### src/oscmd_pkg.sv
// Constants, register map and error codes of the output and system command handler
package oscmd_pkg;
  // Register byte offsets, one aligned word each
  localparam logic [7:0] REG_OUT_STATE = 8'h00;
  localparam logic [7:0] REG_SENSE = 8'h04;
  localparam logic [7:0] REG_SENSE_DEF = 8'h08;
  localparam logic [7:0] REG_TRIP = 8'h0c;
  localparam logic [7:0] REG_AUX = 8'h10;
  localparam logic [7:0] REG_ISOL = 8'h14;
  localparam logic [7:0] REG_POL = 8'h18;
  localparam logic [7:0] REG_LOCAL = 8'h1c;
  localparam logic [7:0] REG_AUTOIP = 8'h20;
  localparam logic [7:0] REG_ERR = 8'h24;
  localparam logic [7:0] REG_CMD = 8'h28;
  localparam logic [7:0] REG_ERR_CNT = 8'h2c;
  // Field positions
  localparam int AUX_LOW_BIT = 0;
  localparam int AUX_HIGH_BIT = 1;
  localparam int CMD_RST_BIT = 0;
  localparam int CMD_CLS_BIT = 1;
  localparam int ERR_LEN_LSB = 16;
  // Power-on values
  localparam logic OUT_POR = 1'b0;
  localparam logic ISO_POR = 1'b0;
  localparam logic POL_NORM = 1'b0;
  localparam logic SENSE_LOCAL = 1'b0;
  localparam logic SENSE_POR = 1'b0;
  localparam logic LOCAL_POR = 1'b1;
  localparam logic AUTOIP_POR = 1'b0;
  // Error queue entry: signed code plus text length
  localparam int ERR_CODE_W = 16;
  localparam int ERR_LEN_W = 8;
  localparam int ERR_ENTRY_W = ERR_CODE_W + ERR_LEN_W;
  localparam int ERR_DEPTH = 10;
  localparam logic [15:0] ERR_NONE = 16'h0000;
  localparam logic [15:0] ERR_UNDEF_HDR = 16'hff8f;
  localparam logic [15:0] ERR_CONFLICT = 16'hff23;
  localparam logic [15:0] ERR_ILLEGAL = 16'hff20;
  localparam logic [7:0] LEN_UNDEF_HDR = 8'h10;
  localparam logic [7:0] LEN_CONFLICT = 8'h11;
  localparam logic [7:0] LEN_ILLEGAL = 8'h17;
  // Reply budget: sign, five digits, comma and two quotes
  localparam logic [7:0] REPLY_MAX = 8'hff;
  localparam logic [7:0] REPLY_OVERHEAD = 8'h09;
  localparam logic [7:0] TEXT_MAX = REPLY_MAX - REPLY_OVERHEAD;
  // Bus slave state
  typedef enum logic [0:0] {
    OSCMD_IDLE = 1'b0,
    OSCMD_ANSWER = 1'b1
  } oscmd_bus_st_t;
endpackage

### src/oscmd_err_mem.sv
// Small storage array holding the error queue entries
`timescale 1ns/1ps
module oscmd_err_mem #(
  parameter int WIDTH = 24,
  parameter int DEPTH = 10,
  parameter int AW = 4
) (
  input wire logic clk, // System clock
  input wire logic ce, // Clock enable
  input wire logic we, // Write strobe
  input wire logic [AW-1:0] waddr, // Write slot
  input wire logic [WIDTH-1:0] wdata, // Entry to store
  input wire logic [AW-1:0] raddr, // Read slot
  output logic [WIDTH-1:0] rdata // Registered read entry
);
  logic [WIDTH-1:0] mem [DEPTH]; // Entry array

  // Write port and registered read port; read follows address one cycle late
  always_ff @(posedge clk) begin
    if (ce) begin
      if (we) begin
        mem[waddr] <= wdata;
      end
      rdata <= mem[raddr];
    end
  end
endmodule

### src/oscmd_handler.sv
// Output and system command handler with an APB register port
`timescale 1ns/1ps
module oscmd_handler
  import oscmd_pkg::*;
#(
  parameter int DEPTH = ERR_DEPTH, // Error queue entries
  parameter int AW = 4 // Queue pointer width
) (
  input wire logic mclk, // System clock, 10 MHz
  input wire logic nrst, // Asynchronous reset, active low
  input wire logic ce, // Clock enable, freezes state when low
  input wire logic psel, // APB select
  input wire logic penable, // APB access phase
  input wire logic pwrite, // APB direction, high writes
  input wire logic [7:0] paddr, // APB byte address
  input wire logic [31:0] pwdata, // APB write data
  output logic [31:0] prdata, // APB read data
  output logic pready, // APB ready
  output logic pslverr, // APB error answer
  input wire logic trip_in, // Protection trip pin, asynchronous
  input wire logic ext_err_valid, // Error event pulse from other logic
  input wire logic [15:0] ext_err_code, // Its error number
  input wire logic [7:0] ext_err_len, // Its text length
  output logic output_on, // Output at programmed value
  output logic iso_relay, // Isolation relay control, high closed
  output logic pol_inverted, // Polarity relay, high inverted
  output logic aux_rail_low_enable, // 5 V auxiliary rail on
  output logic aux_rail_high_enable, // 15 V auxiliary rail on
  output logic rear_sense_connector, // Sense taken from rear connector
  output logic local_mode, // High local, low remote operation
  output logic auto_ip_enable // Auto IP in primary configuration
);
  // Reset release synchroniser
  logic rst_s1_reg; // First stage
  logic rst_n; // Released reset copy
  // Trip pin synchroniser
  logic trip_s1_reg; // First stage, read only by second
  logic trip_asserted; // Synchronised trip level
  // Bus slave
  oscmd_bus_st_t st_reg; // Slave state
  oscmd_bus_st_t st_next; // Its next value
  logic access; // Access phase present
  logic done; // Transfer completes this edge
  logic wr_done; // Write completes
  logic rd_done; // Read completes
  logic [31:0] rd_mux; // Read data selected
  logic [15:0] acc_code; // Error raised by this access
  logic [7:0] acc_len; // Its text length
  logic acc_bad; // Access refused on the bus
  logic apply; // Write accepted and applied
  // Control state
  logic sense_def_reg; // Stored power-on sense source
  // Error queue
  logic [AW-1:0] head_reg; // Oldest entry slot
  logic [AW-1:0] tail_reg; // Next free slot
  logic [AW-1:0] count_reg; // Entries held
  logic ext_pend_reg; // External error waiting for the port
  logic [ERR_ENTRY_W-1:0] ext_entry_reg; // Waiting entry
  logic [ERR_ENTRY_W-1:0] q_wdata; // Entry to queue
  logic [ERR_ENTRY_W-1:0] q_rdata; // Oldest entry
  logic q_push; // Push request
  logic q_full; // Queue at capacity
  logic q_we; // Push actually stored
  logic q_pop; // Oldest entry removed
  logic q_clr; // Clear-status command
  logic bus_push; // Access error takes the port
  logic [7:0] ext_len_cut; // External text length, clamped

  // Known register offsets
  function automatic logic reg_known(input logic [7:0] a);
    case (a)
      REG_OUT_STATE, REG_SENSE, REG_SENSE_DEF, REG_TRIP, REG_AUX, REG_ISOL,
      REG_POL, REG_LOCAL, REG_AUTOIP, REG_ERR, REG_CMD, REG_ERR_CNT: begin
        reg_known = 1'b1;
      end
      default: begin
        reg_known = 1'b0;
      end
    endcase
  endfunction

  // Registers that take a write
  function automatic logic reg_writable(input logic [7:0] a);
    case (a)
      REG_TRIP, REG_ERR, REG_ERR_CNT: begin
        reg_writable = 1'b0;
      end
      default: begin
        reg_writable = reg_known(a);
      end
    endcase
  endfunction

  // Queue slot advance with wrap at the queue depth
  function automatic logic [AW-1:0] ptr_next(input logic [AW-1:0] p);
    if (p == AW'(DEPTH - 1)) begin
      ptr_next = '0;
    end else begin
      ptr_next = p + 1'b1;
    end
  endfunction

  // Reset release through two flip-flops
  always_ff @(posedge mclk or negedge nrst) begin
    if (!nrst) begin
      rst_s1_reg <= 1'b0;
      rst_n <= 1'b0;
    end else begin
      rst_s1_reg <= 1'b1;
      rst_n <= rst_s1_reg;
    end
  end

  // Trip pin synchroniser; only the second stage is looked at
  always_ff @(posedge mclk or negedge rst_n) begin
    if (!rst_n) begin
      trip_s1_reg <= 1'b0;
      trip_asserted <= 1'b0;
    end else if (ce) begin
      trip_s1_reg <= trip_in;
      trip_asserted <= trip_s1_reg;
    end
  end

  // Transfer phases: answer one cycle after the access phase starts
  assign access = psel && penable;
  assign done = access && (st_reg == OSCMD_ANSWER);
  assign wr_done = done && pwrite;
  assign rd_done = done && !pwrite;

  // Slave state: idle, then one answer cycle with pready high
  always_comb begin
    case (st_reg)
      OSCMD_IDLE: begin
        st_next = access ? OSCMD_ANSWER : OSCMD_IDLE;
      end
      OSCMD_ANSWER: begin
        st_next = OSCMD_IDLE;
      end
      default: begin
        st_next = OSCMD_IDLE;
      end
    endcase
  end

  // Classify the access; stable through the whole access phase
  always_comb begin
    acc_code = ERR_NONE;
    acc_len = '0;
    acc_bad = 1'b0;
    if (!reg_known(paddr) || (pwrite && !reg_writable(paddr))) begin
      // Unmapped address or write to a read-only register
      acc_code = ERR_UNDEF_HDR;
      acc_len = LEN_UNDEF_HDR;
      acc_bad = 1'b1;
    end else if (pwrite) begin
      case (paddr)
        REG_AUX, REG_CMD: begin
          // Two-bit fields, other bits must be zero
          if (pwdata[31:2] != '0) begin
            acc_code = ERR_ILLEGAL;
            acc_len = LEN_ILLEGAL;
          end
        end
        REG_POL: begin
          if (pwdata[31:1] != '0) begin
            acc_code = ERR_ILLEGAL;
            acc_len = LEN_ILLEGAL;
          end else if (iso_relay) begin
            // Relay still closed: switching polarity under load is refused
            acc_code = ERR_CONFLICT;
            acc_len = LEN_CONFLICT;
          end
        end
        default: begin
          // Boolean registers take only zero or one
          if (pwdata[31:1] != '0) begin
            acc_code = ERR_ILLEGAL;
            acc_len = LEN_ILLEGAL;
          end
        end
      endcase
    end
  end

  assign apply = wr_done && (acc_code == ERR_NONE);

  // Read data selection
  always_comb begin
    rd_mux = '0;
    case (paddr)
      REG_OUT_STATE: rd_mux[0] = output_on;
      REG_SENSE: rd_mux[0] = rear_sense_connector;
      REG_SENSE_DEF: rd_mux[0] = sense_def_reg;
      REG_TRIP: rd_mux[0] = trip_asserted;
      REG_AUX: begin
        rd_mux[AUX_LOW_BIT] = aux_rail_low_enable;
        rd_mux[AUX_HIGH_BIT] = aux_rail_high_enable;
      end
      REG_ISOL: rd_mux[0] = iso_relay;
      REG_POL: rd_mux[0] = pol_inverted;
      REG_LOCAL: rd_mux[0] = local_mode;
      REG_AUTOIP: rd_mux[0] = auto_ip_enable;
      REG_ERR: begin
        // Empty queue answers code zero with no text
        if (count_reg != '0) begin
          rd_mux[ERR_ENTRY_W-1:0] = q_rdata;
        end
      end
      REG_ERR_CNT: rd_mux[AW-1:0] = count_reg;
      default: rd_mux = '0;
    endcase
  end

  // Bus answer registers: data and error captured as pready rises
  always_ff @(posedge mclk or negedge rst_n) begin
    if (!rst_n) begin
      st_reg <= OSCMD_IDLE;
      pready <= 1'b0;
      prdata <= '0;
      pslverr <= 1'b0;
    end else if (ce) begin
      st_reg <= st_next;
      pready <= (st_next == OSCMD_ANSWER);
      if (st_reg == OSCMD_IDLE && access) begin
        prdata <= pwrite ? '0 : rd_mux;
        pslverr <= acc_bad;
      end else begin
        pslverr <= 1'b0;
      end
    end
  end

  // Output enable and isolation relay; output on also closes the relay
  always_ff @(posedge mclk or negedge rst_n) begin
    if (!rst_n) begin
      output_on <= OUT_POR;
      iso_relay <= ISO_POR;
    end else if (ce && apply) begin
      if (paddr == REG_OUT_STATE) begin
        output_on <= pwdata[0];
        iso_relay <= pwdata[0];
      end else if (paddr == REG_ISOL) begin
        iso_relay <= pwdata[0];
      end else if (paddr == REG_CMD && pwdata[CMD_RST_BIT]) begin
        // Reset command brings the output on, relay closed with it
        output_on <= 1'b1;
        iso_relay <= 1'b1;
      end
    end
  end

  // Polarity relay; only reached when the relay was open
  always_ff @(posedge mclk or negedge rst_n) begin
    if (!rst_n) begin
      pol_inverted <= POL_NORM;
    end else if (ce && apply && paddr == REG_POL) begin
      pol_inverted <= pwdata[0];
    end
  end

  // Auxiliary rails on the analog connector
  always_ff @(posedge mclk or negedge rst_n) begin
    if (!rst_n) begin
      aux_rail_low_enable <= 1'b0;
      aux_rail_high_enable <= 1'b0;
    end else if (ce && apply && paddr == REG_AUX) begin
      aux_rail_low_enable <= pwdata[AUX_LOW_BIT];
      aux_rail_high_enable <= pwdata[AUX_HIGH_BIT];
    end
  end

  // Sense source: active setting and stored power-on default
  // The active copy starts from the same constant the default holds
  always_ff @(posedge mclk or negedge rst_n) begin
    if (!rst_n) begin
      rear_sense_connector <= SENSE_POR;
      sense_def_reg <= SENSE_POR;
    end else if (ce && apply) begin
      if (paddr == REG_SENSE) begin
        rear_sense_connector <= pwdata[0];
      end
      if (paddr == REG_SENSE_DEF) begin
        sense_def_reg <= pwdata[0];
      end
    end
  end

  // Local or remote operation, and Auto IP of the primary setup
  // Only the primary configuration lives here; the secondary is untouched
  always_ff @(posedge mclk or negedge rst_n) begin
    if (!rst_n) begin
      local_mode <= LOCAL_POR;
      auto_ip_enable <= AUTOIP_POR;
    end else if (ce && apply) begin
      if (paddr == REG_LOCAL) begin
        local_mode <= pwdata[0];
      end
      if (paddr == REG_AUTOIP) begin
        auto_ip_enable <= pwdata[0];
      end
    end
  end

  // Error queue control
  assign bus_push = done && (acc_code != ERR_NONE);
  assign q_push = bus_push || ext_pend_reg;
  assign q_wdata = bus_push ? {acc_len, acc_code} : ext_entry_reg;
  assign q_full = (count_reg == AW'(DEPTH));
  assign q_we = q_push && (!q_full || q_clr);
  assign q_pop = rd_done && (paddr == REG_ERR) && (count_reg != '0) && !q_clr;
  assign q_clr = apply && (paddr == REG_CMD) && pwdata[CMD_CLS_BIT];

  // Clamp external text so the whole reply fits its limit
  assign ext_len_cut = (ext_err_len > TEXT_MAX) ? TEXT_MAX : ext_err_len;

  // One-deep hold for external errors while an access error owns the port
  // A new event in the cycle the hold drains is kept, not lost
  always_ff @(posedge mclk or negedge rst_n) begin
    if (!rst_n) begin
      ext_pend_reg <= 1'b0;
      ext_entry_reg <= '0;
    end else if (ce) begin
      if (ext_err_valid) begin
        ext_pend_reg <= 1'b1;
        ext_entry_reg <= {ext_len_cut, ext_err_code};
      end else if (!bus_push) begin
        ext_pend_reg <= 1'b0;
      end
    end
  end

  // Pointers and fill level; clear first, then a push lands in slot zero
  always_ff @(posedge mclk or negedge rst_n) begin
    if (!rst_n) begin
      head_reg <= '0;
      tail_reg <= '0;
      count_reg <= '0;
    end else if (ce) begin
      if (q_clr) begin
        head_reg <= '0;
        tail_reg <= q_we ? AW'(1) : '0;
        count_reg <= q_we ? AW'(1) : '0;
      end else begin
        if (q_we) begin
          tail_reg <= ptr_next(tail_reg);
        end
        if (q_pop) begin
          head_reg <= ptr_next(head_reg);
        end
        if (q_we && !q_pop) begin
          count_reg <= count_reg + 1'b1;
        end else if (q_pop && !q_we) begin
          count_reg <= count_reg - 1'b1;
        end
      end
    end
  end

  // Entry storage; read data registered and follows the head slot
  oscmd_err_mem #(
    .WIDTH(ERR_ENTRY_W),
    .DEPTH(DEPTH),
    .AW(AW)
  ) u_err_mem (
    .clk(mclk),
    .ce(ce),
    .we(q_we),
    .waddr(q_clr ? '0 : tail_reg),
    .wdata(q_wdata),
    .raddr(head_reg),
    .rdata(q_rdata)
  );
endmodule

### config.mk
export PLATFORM = sky130hd
export DESIGN_NAME = oscmd_handler
export DESIGN_NICKNAME = d
export VERILOG_FILES = /design/src/oscmd_pkg.sv /design/src/oscmd_err_mem.sv /design/src/oscmd_handler.sv
export SDC_FILE = /design/constraint.sdc
export NUM_CORES = 1
export LEC_CHECK = 0
export BUFFER_PORTS_ARGS = -buffer_cell sky130_fd_sc_hd__clkbuf_2
export CORE_ASPECT_RATIO = 1.5
export CORE_MARGIN = 5
export CORE_UTILIZATION = 45
export DETAILED_ROUTE_END_ITERATION = 8
export SYNTH_ARGS = -nofsm -noshare
export SYNTH_HDL_FRONTEND = slang
export SYNTH_SLANG_ARGS = --single-unit
### constraint.sdc
create_clock -name mclk -period 4.9 [get_ports mclk]
set_input_delay 0.98 -clock mclk [delete_from_list [all_inputs] [get_ports mclk]]
set_output_delay 0.98 -clock mclk [all_outputs]
set_load 0.05 [all_outputs]
==> results of run 1 <==
metal layers:
layer  GRT usage [%]  vias up
li1                -     3535
met1            22.6     4048
met2            32.5      210
met3            2.26       47
met4            5.42        0
met5               0        -
cells in the mapped netlist (3+ instances only):
master / instances
edfxtp_1: 264
nand4_1: 8
o21ai_1: 4
o22ai_1: 3
nor2_1: 26
nor2b_1: 26
buf_4: 8
a21o_1: 7
dfrtp_1: 75
inv_1: 14
mux2_2: 25
ha_1: 6
a211oi_1: 24
nor3_1: 5
nand3_1: 10
mux4_2: 48
o21ai_0: 10
and3_1: 7
a32oi_1: 3
nor4_1: 15
a22o_1: 22
clkbuf_1: 31
o21a_1: 6
nor3_2: 3
a21oi_1: 31
nor4b_1: 4
nand3b_1: 3
and2_1: 10
a31oi_1: 4
mux2_1: 5
nand2_1: 32
nand2b_1: 10
o2bb2ai_1: 6
or3_1: 3
mux2i_1: 26
buf_1: 10
worst reg2reg max path, cell delays in order (launching register included):
cell	delay, ps
dfrtp_1	390
and3_1	320
nand2_1	100
or4_1	550
nor3_2	240
o21ai_0	160
ha_1	290
a21o_1	170
a21oi_1	170
and2_1	150
mux2i_1	70
and3_1	200
a211o_1	260
cell usage in the layout, fill, tap and decap left out, types with 6 or more instances in the layout:
cell,n
a211oi_1,24
a21o_1,7
a21oi_1,31
a22o_1,22
and2_1,10
and3_1,7
buf_4,22
clkbuf_1,7
clkbuf_16,32
clkbuf_2,105
clkinv_2,7
conb_1,9
dfrtp_1,71
edfxtp_1,264
ha_1,6
inv_1,14
mux2_2,25
mux2i_1,26
mux4_2,48
nand2_1,32
nand2b_1,10
nand3_1,10
nand4_1,8
nor2_1,26
nor2b_1,26
nor4_1,13
o21a_1,6
o21ai_0,10
o2bb2ai_1,6
worst paths after layout:
path	startpoint	endpoint	slack [ps]	cells after the start
setup / recovery	paddr[1]	count_reg[3]$_DFFE_PN0P_	1190	13
hold / removal	nrst	rst_n$_DFF_PN0_	190	1
setup reg to reg	st_reg$_DFFE_PN0P_	count_reg[3]$_DFFE_PN0P_	1730	12
hold reg to reg	rst_s1_reg$_DFF_PN0_	rst_n$_DFF_PN0_	360	0
max in group asynchronous	rst_n$_DFF_PN0_	local_mode$_DFFE_PN1P_	3590	1
min in group mclk	rst_s1_reg$_DFF_PN0_	rst_n$_DFF_PN0_	360	0
logic make-up after synthesis:
kind of cell / count (synthesis)
AOI/OAI and AO/OA: 141
xor gates and xnor gates: 2
adders and majority gates: 7
buffers and inverters: 65
DFF: 340
muxes: 105
other: 2
and+or+nand+nor: 174
cell type report:
class	count	share of cell area [%]
sequential	340	61.5
timing repair buffer	127	4.32
clock buffer	44	5.60
multi-input combinational	438	24.6
tap	405	3.17
inverter	14	0.329
clock inverter	14	0.493
stage by stage:
step / power, uW / worst slack (ps) / area [um^2] / hold slack, ps
floorplan: 3920 / -238 / 14000 / 331
global route: 6680 / 907 / 16000 / 175
CTS: 6470 / 1260 / 16000 / 163
global placement: 4150 / 687 / 15000 / 338
detailed placement: 4170 / 654 / 15000 / 336
finish: 6400 / 1190 / 16000 / 192
power groups by stage:
| stage | sequential [uW] | combinational, uW | clock, uW |
|---|---|---|---|
| 4_1_cts | 3500 | 609 | 2360 |
| 5_1_grt | 3520 | 671 | 2490 |
| 3_5_place_dp | 3560 | 607 | 0 |
| 3_3_place_gp | 3550 | 594 | 0 |
| 2_1_floorplan | 3500 | 416 | 0 |
| 6_report | 3500 | 600 | 2300 |
==> reports/results.txt, run 1 <==
via count - 7840
die area - 0.0347 mm^2
WL met2 - 16400 um
PortBufs - 105
detailed-route DRC error count - 0
Netlist Area Pre-Place - 0.0139 mm^2
total global-route track usage - 17.9%
internal power - 4870 uW
Syn. warnings - 0
later-pin clock latency in the skew report - 560 ps
simple-gate share of the synthesized area - 7.14%
sequential area share after synthesis - 70.5%
layout cells sized above 1 - 27.7%
combinational group share of total power - 9.4%
Area Growth Syn to Fin - 14.7%
Synth area leaders - edfxtp_1 (57%), dfrtp_1 (13%), mux4_2 (7.8%)
postcts setup bufs - 0
largest area contributor in the netlist - edfxtp_1
CP top delay family - simple AND/OR/NAND/NOR gates
async set-reset flop share out of synthesis - 22.4%
Post-Synth XOR/XNOR Area - 0.126%
Avg WL per Cell - 22.5 um
Boundary Pins - 114
Mean Syn Cell Area - 16.7 um^2
post-synth top area share - 56.9%
DR pass1 iterations - 4
Sink Count - 340
highest metal used - met4
clock slew at reported path FFs - 70 ps
Clock Skews - 9.72 ps
deepest clock path buffer count - 3
Setup-failing EPs final - 0
Reg power frac - 54.7%
total CTS buffers - 31
Worst slew margin - 22.9%
core area - 0.0308 mm^2
Die Y-Extent - 226 um
DP Cell Count - 1324
Final nets - 1031
first-pass GRT wire length - 47900 um
Cells after Synth - 836
RSZ-0062 raised after global routing - false
Net Sw Frac - 23.9%
Compound-Gate Fraction of Synth Area - 7.27%
count of cell types in the netlist - 69
sequential cell area - 0.00984 mm^2
fin util - 51.9%
CTS resizes - 0
Pleak - 0.00571 uW
max-cap violations - 0
Post-synth top flop - edfxtp_1
Most flops, register - u_err_mem.mem
largest net degree at the start of global routing - 52
Max Slew Vio Count - 0
Die W - 154 um
setup TNS - 0 ps
GPL Wtd Cong - 0.880
CTS tree - yes
Initial Util - 45.2%
ANT nets after route - 0
Multi-input gate area - 0.00393 mm^2
FF+latch count, synth - 340
HP Class - input pin to async pin
Startpoint Class - input pin
Via density - 5.67
Worst Path Required - 5350 ps
power share of the clock group - 35.9%
number of diodes - 0
Clock Root Buffer - clkbuf_16
drt total wl - 31100 um
combinational family with the most area after synthesis - multiplexers
status - complete, no violations
WS Path Type - input pin to flop
CP max stage delay - 620 ps
fin crit period - 3710 ps
crit path buf inv count - 1
Worst Setup End Kind - flop
Post-Layout Cell Count - 1382
placed wire-length estimate - 18800 um
NetSw - 1530 uW
antenna violations before repair - 0
wire length on met3 - 1330 um
CTS Hold Buffers Added - 0
Tcrit/Tclk final - 75.8%
mux cell area share after synthesis - 12.2%
adder-cell area share of the yosys netlist - 0.682%
Final Hold Viols - 0
max FFs per register - 240
Worst IR Drop VDD - 0.312 mV
max frequency - 0.269 GHz
vias in the first global route - 8113
worst-path cell chain - clkbuf_2 > nor4_1 > nand2_1 > or4_1 > nor3_2 > o21ai_0 > ha_1 > a21o_1 > a21oi_1 > and2_1 > mux2i_1 > and3_1 > a211o_1
initial drt markers - 428
fillers - 2626
Power per Cell Area - 400 mW/mm^2
H-Tree Depth - 1
DRT met1 WL - 12700 um
crit path max fanout - 6
worst slew pin tran - 1160 ps
total gr overflow - 0
number of cell rows - 79
CP arrival - 4160 ps
EDFF count, synth - 264
Worst path slowest cell - or4_1
Note: power is estimated with default switching activity, not from simulation.
==> run 2: changes to the inputs <==
- ABC_AREA: unset -> 1
- PLACE_DENSITY: unset -> 0.65
- clock period: 4.9 -> 2.99 ns (I/O delays scaled with it)
==> run 2 against run 1 <==
- global-route usage is 1.3 points higher
- critical endpoint unchanged
- sequential share of layout area is 3.1 points lower
- cell area is 5.4% higher
==> reports/results.txt, run 2 <==
Die W - 155 um
total global-route track usage - 19.2%
Avg WL per Cell - 19.1 um
max frequency - 0.397 GHz
cell with the most instances after synthesis - edfxtp_1
async set-reset flop share out of synthesis - 22.4%
Die Y-Extent - 228 um
Initial Util - 45.3%
Worst path slowest cell - dfrtp_1
commonest non-fill, non-tap cell in the layout - edfxtp_1
total power - 10500 uW
sequential cell area - 0.00984 mm^2
Post-synth top flop - edfxtp_1
status - complete, no violations
Multi-input gate area - 0.00405 mm^2
CTS Hold Buffers Added - 1
post-route cell area - 0.0169 mm^2
Worst IR Drop VDD - 0.342 mV
Sink Count - 340
placed inst area - 0.0159 mm^2
first-pass GRT wire length - 54200 um
fin crit period - 2520 ps
Worst Setup End Kind - flop
RSZ-0062 raised after global routing - false
later-pin clock latency in the skew report - 580 ps
worst slew pin tran - 1010 ps
via count - 9651
WS Path Type - flop to flop
Post-Layout Cell Count - 1796
most frequent cells in the layout - edfxtp_1 (264), nand2_1 (190), o21ai_0 (149)
die area - 0.0354 mm^2
Worst slew margin - 32.6%
number of diodes - 0
drt total wl - 34300 um
PortBufs - 105
CP max stage delay - 460 ps
number of cell rows - 80
Synth area leaders - edfxtp_1 (56%), dfrtp_1 (13%), o21ai_0 (5.2%)
Mean Syn Cell Area - 11.8 um^2
deepest clock path buffer count - 3
clock slew at reported path FFs - 70 ps
Setup-failing EPs final - 0
power share of the clock group - 34.6%
largest area contributor in the netlist - edfxtp_1
Max Slew Vio Count - 0
NetSw - 2680 uW
fillers - 2695
placed wire-length estimate - 22900 um
layout cells sized above 1 - 22.2%
Clock Skews - 22.4 ps
setup TNS - 0 ps
Final Hold Viols - 0
antenna violations before repair - 0
EDFF count, synth - 264
internal power - 7870 uW
Startpoint Class - flop
ANT nets after route - 0
postcts setup bufs - 0
count of cell types in the netlist - 47
Net Sw Frac - 25.4%
Worst Path Required - 3450 ps
HP Class - input pin to flop
Cells after Synth - 1210
CP arrival - 2980 ps
Power per Cell Area - 626 mW/mm^2
Pleak - 0.00646 uW
CTS resizes - 0
worst-path cell chain - nor2_1 > nand3_1 > inv_1 > nor2_2 > inv_1 > nor3_1 > inv_1 > nand3_2 > ha_1 > a21oi_1 > nand2_1 > xor2_1 > inv_1 > nand4_1 > nand2_1 > nand2_1 > o21ai_1
crit path max fanout - 6
Via density - 5.37
most common library cells after synthesis - edfxtp_1 (264), nand2_1 (194), o21ai_0 (149), nor2_1 (144), dfrtp_1 (75)
vias in the first global route - 9837
detailed-route DRC error count - 0
Clock Root Buffer - clkbuf_16
Syn. warnings - 0
CP most frequent cell - inv_1
GPL Wtd Cong - 0.852
max FFs per register - 240
combinational group share of total power - 11.6%
Boundary Pins - 114
FF+latch count, synth - 340
post-synth top area share - 55.6%
largest net degree at the start of global routing - 85
sequential area share after synthesis - 68.9%
H-Tree Depth - 1
Most flops, register - u_err_mem.mem
CTS tree - yes
DR pass1 iterations - 5
DP Cell Count - 1739
total CTS buffers - 30
initial drt markers - 784
Area Growth Syn to Fin - 18.1%
max-cap violations - 0
Netlist Area Pre-Place - 0.0143 mm^2
core area - 0.0315 mm^2
Reg power frac - 53.8%
total gr overflow - 0
fin util - 53.4%
Tcrit/Tclk final - 84.3%
Final nets - 1441
-- run 2: changes by cell type after synthesis, moves of 22 or more --
cell and delta:
nand2_1 +162, o21ai_0 +139, nor2_1 +118, mux4_2 -48, inv_1 +36, a21oi_1 +28
nor2b_1 -26, mux2_2 -25, mux2i_1 -25, a221oi_1 +24, o22ai_1 +23, a211oi_1 -22
a22o_1 -22
-- run 2: path summary, 6_finish.rpt --
check	start	slack, ps	to	cells after the start
setup / recovery	count_reg[0]$_DFFE_PN0P_	470	count_reg[3]$_DFFE_PN0P_	17
hold / removal	ext_err_code[7]	220	ext_entry_reg[7]$_DFFE_PN0P_	3
setup reg to reg	count_reg[0]$_DFFE_PN0P_	470	count_reg[3]$_DFFE_PN0P_	17
hold reg to reg	rst_s1_reg$_DFF_PN0_	380	rst_n$_DFF_PN0_	0
max in group asynchronous	rst_n$_DFF_PN0_	1720	head_reg[0]$_DFFE_PN0P_	0
min in group asynchronous	nrst	350	rst_n$_DFF_PN0_	2
-- run 2: critical path, delay by kind of cell, from the launching register on --
kind / cells / cell delay, ps
AOI/OAI and AO/OA: 2 / 180
xor gates and xnor gates: 1 / 200
adders and majority gates: 1 / 260
buffers and inverters: 4 / 310
DFF: 1 / 460
and+or+nand+nor: 9 / 980
-- run 2: area by class of cell --
type,count,area share [%]
inverter,64,1.74
tap,410,3.04
clock buffer,40,4.68
multi-input combinational,749,24.0
sequential,340,58.4
timing repair buffer,177,7.38
clock inverter,16,0.742
-- run 2: routing by layer --
layer | track usage [%] | share of wire (%)
met5 | 0 | 0
met4 | 7.06 | 3.8
met3 | 1.97 | 4.3
met2 | 35.9 | 54
met1 | 22.5 | 38
-- run 2: power groups by stage --
| stage | clock [uW] | sequential [uW] | combinational (uW) |
|---|---|---|---|
| after global placement | 0 | 5760 | 1190 |
| after floorplan | 0 | 5730 | 737 |
| final | 3650 | 5670 | 1220 |
| after detailed placement | 0 | 5770 | 1230 |
| after global routing | 3930 | 5700 | 1350 |
| after CTS | 3720 | 5670 | 1240 |
-- run 2: through the flow --
stage                     setup WS [ps]  hold WS (ps)
after global placement            -25.8           337
after global routing                248           227
final                               469           223
after CTS                           510           204
after floorplan                    -351           302
after detailed placement          -73.8           367
-- run 2: cell families (layout without fill, tap and decap cells) --
| kind of cell | Yosys count | after routing | share of synthesized area (%) |
|---|---|---|---|
| and+or+nand+nor | 433 | 433 | 14.2 |
| DFF | 340 | 340 | 68.9 |
| AOI/OAI and AO/OA | 295 | 295 | 12.3 |
| buffers and inverters | 128 | 297 | 3.64 |
| adders and majority gates | 7 | 7 | 0.666 |
| xor gates and xnor gates | 4 | 4 | 0.246 |
| other | 2 | 9 | 0.0526 |
| muxes | 1 | 1 | 0.0701 |
==> run 3: changes to the inputs <==
- clock period: 2.99 -> 2.1 ns (I/O delays scaled with it)
==> run 3 against run 2 <==
- the flow now finishes with violations (negative setup slack)
- clock power rose by 61%
- register-to-register slack got worse by 660 ps
- final cell count rose by 5.6%
- flip-flop and latch count did not move
- worst hold slack got worse by 190 ps
- critical path type is now input pin to flop
- critical endpoint is now u_err_mem.mem[2][15]$_DFFE_PP_
- largest cell class unchanged
==> reports/results.txt, run 3 (same netlist as run 2, synthesis figures left out) <==
via count - 10500
CTS tree - yes
RSZ-0062 raised after global routing - true
DR pass1 iterations - 5
Multi-input gate area - 0.00434 mm^2
antenna violations before repair - 0
clock slew at reported path FFs - 70 ps
PortBufs - 105
detailed-route DRC error count - 0
post-route cell area - 0.0186 mm^2
Die Y-Extent - 228 um
Worst slew margin - 58.8%
die area - 0.0354 mm^2
initial drt markers - 926
GPL Wtd Cong - 0.840
HP Class - input pin to flop
Final nets - 1540
Clock Root Buffer - clkbuf_16
Tcrit/Tclk final - 111%
Clock Skews - 9.15 ps
Post-Layout Cell Count - 1896
Initial Util - 45.3%
CP arrival - 2620 ps
number of diodes - 0
Final Hold Viols - 0
Startpoint Class - input pin
first-pass GRT wire length - 56100 um
Most flops, register - u_err_mem.mem
Worst Setup End Kind - flop
final worst slack - -238 ps
Boundary Pins - 114
total gr overflow - 0
DP Cell Count - 1778
DRT met1 WL - 13800 um
most frequent cells in the layout - edfxtp_1 (264), nand2_1 (180), o21ai_0 (147)
drt total wl - 38600 um
fin util - 59.1%
Max Slew Vio Count - 0
later-pin clock latency in the skew report - 570 ps
largest net degree at the start of global routing - 64
Worst R2R Setup Slack - -190 ps
max FFs per register - 240
Sink Count - 340
ANT nets after route - 0
status - finished, violations left
fin crit period - 2340 ps
wire length on met3 - 2060 um
vias in the first global route - 10400
Avg WL per Cell - 20.3 um
WL met2 - 20900 um
total global-route track usage - 20.1%
worst slew pin tran - 618 ps
Hold WS - 37.5 ps
placed wire-length estimate - 23500 um
WS Path Type - input pin to flop
max frequency - 0.428 GHz
Worst IR Drop VDD - 0.630 mV
Pleak - 0.00724 uW
Power per Cell Area - 902 mW/mm^2
deepest clock path buffer count - 3
number of cell rows - 80
setup TNS - -21550 ps
Die W - 155 um
Area Growth Syn to Fin - 30.6%
placed inst area - 0.0164 mm^2
max-cap violations - 0
crit path max fanout - 8
Worst Path Required - 2380 ps
Via density - 5.52
sequential cell area - 0.00984 mm^2
Setup-failing EPs final - 243
failing checks - negative setup slack
layout cells sized above 1 - 31.4%
H-Tree Depth - 1
highest metal used - met4
commonest non-fill, non-tap cell in the layout - edfxtp_1
core area - 0.0315 mm^2
total CTS buffers - 31
fillers - 2456
run 3: layout make-up:
type,instances,share of cell area [%]
timing repair buffer,275,13.7
tap,410,2.75
sequential,340,52.8
multi-input combinational,749,23.3
inverter,64,1.72
clock inverter,26,1.55
clock buffer,32,4.18
run 3: timing repair:
| action | in CTS | in global routing |
|---|---|---|
| gates resized for setup | 55 | 43 |
| setup buffers | 25 | 21 |
| pin swaps | 38 | 23 |
| cloned | 4 | 12 |
| endpoints found under the setup margin | 263 | 283 |
| hold buffers | 1 | 0 |
| hold endpoints to repair | 2 | 0 |
run 3: metrics by stage:
stage	setup slack, ps	power, uW
5_1_grt	-316	17400
3_3_place_gp	-730	10300
2_1_floorplan	-833	9310
6_report	-238	16800
4_1_cts	-76.0	16500
3_5_place_dp	-775	10300
run 3: routing by layer:
layer	GRT usage [%]	vias to the layer above
met1	22.5	5185
li1	-	4811
met2	37.9	377
met5	0	-
met3	2.33	86
met4	8.95	0
run 3: path summary, 6_finish.rpt:
kind | start | endpoint | cells after the start
max reg2reg | iso_relay$_DFFE_PN0P_ | u_err_mem.mem[2][15]$_DFFE_PP_ | 13
min reg2reg | rst_n$_DFF_PN0_ | ext_entry_reg[15]$_DFFE_PN0P_ | 0
max | paddr[1] | u_err_mem.mem[2][15]$_DFFE_PP_ | 20
max in group asynchronous | rst_n$_DFF_PN0_ | local_mode$_DFFE_PN1P_ | 1
min | ext_err_code[1] | ext_entry_reg[1]$_DFFE_PN0P_ | 3
min in group asynchronous | nrst | rst_n$_DFF_PN0_ | 2
run 3: where the power goes:
| group | internal [uW] | switching [uW] |
|---|---|---|
| Clock | 3350 | 2530 |
| Combinational | 1270 | 1600 |
| Sequential | 7850 | 203 |
| Total | 12500 | 4330 |
run 3: critical path, stage by stage:
cell	delay, ps
clkbuf_16	140
inv_16	50
nand2_8	70
nor2_4	210
nand2_4	120
nand2_2	90
nor2_2	40
nand3_2	70
nand2_4	70
clkinv_4	70
nand4_4	130
nand2_4	120
buf_4	120
nand3_4	80
inv_2	70
nand4_1	120
buf_4	180
nor2_4	120
buf_12	140
clkbuf_16	180
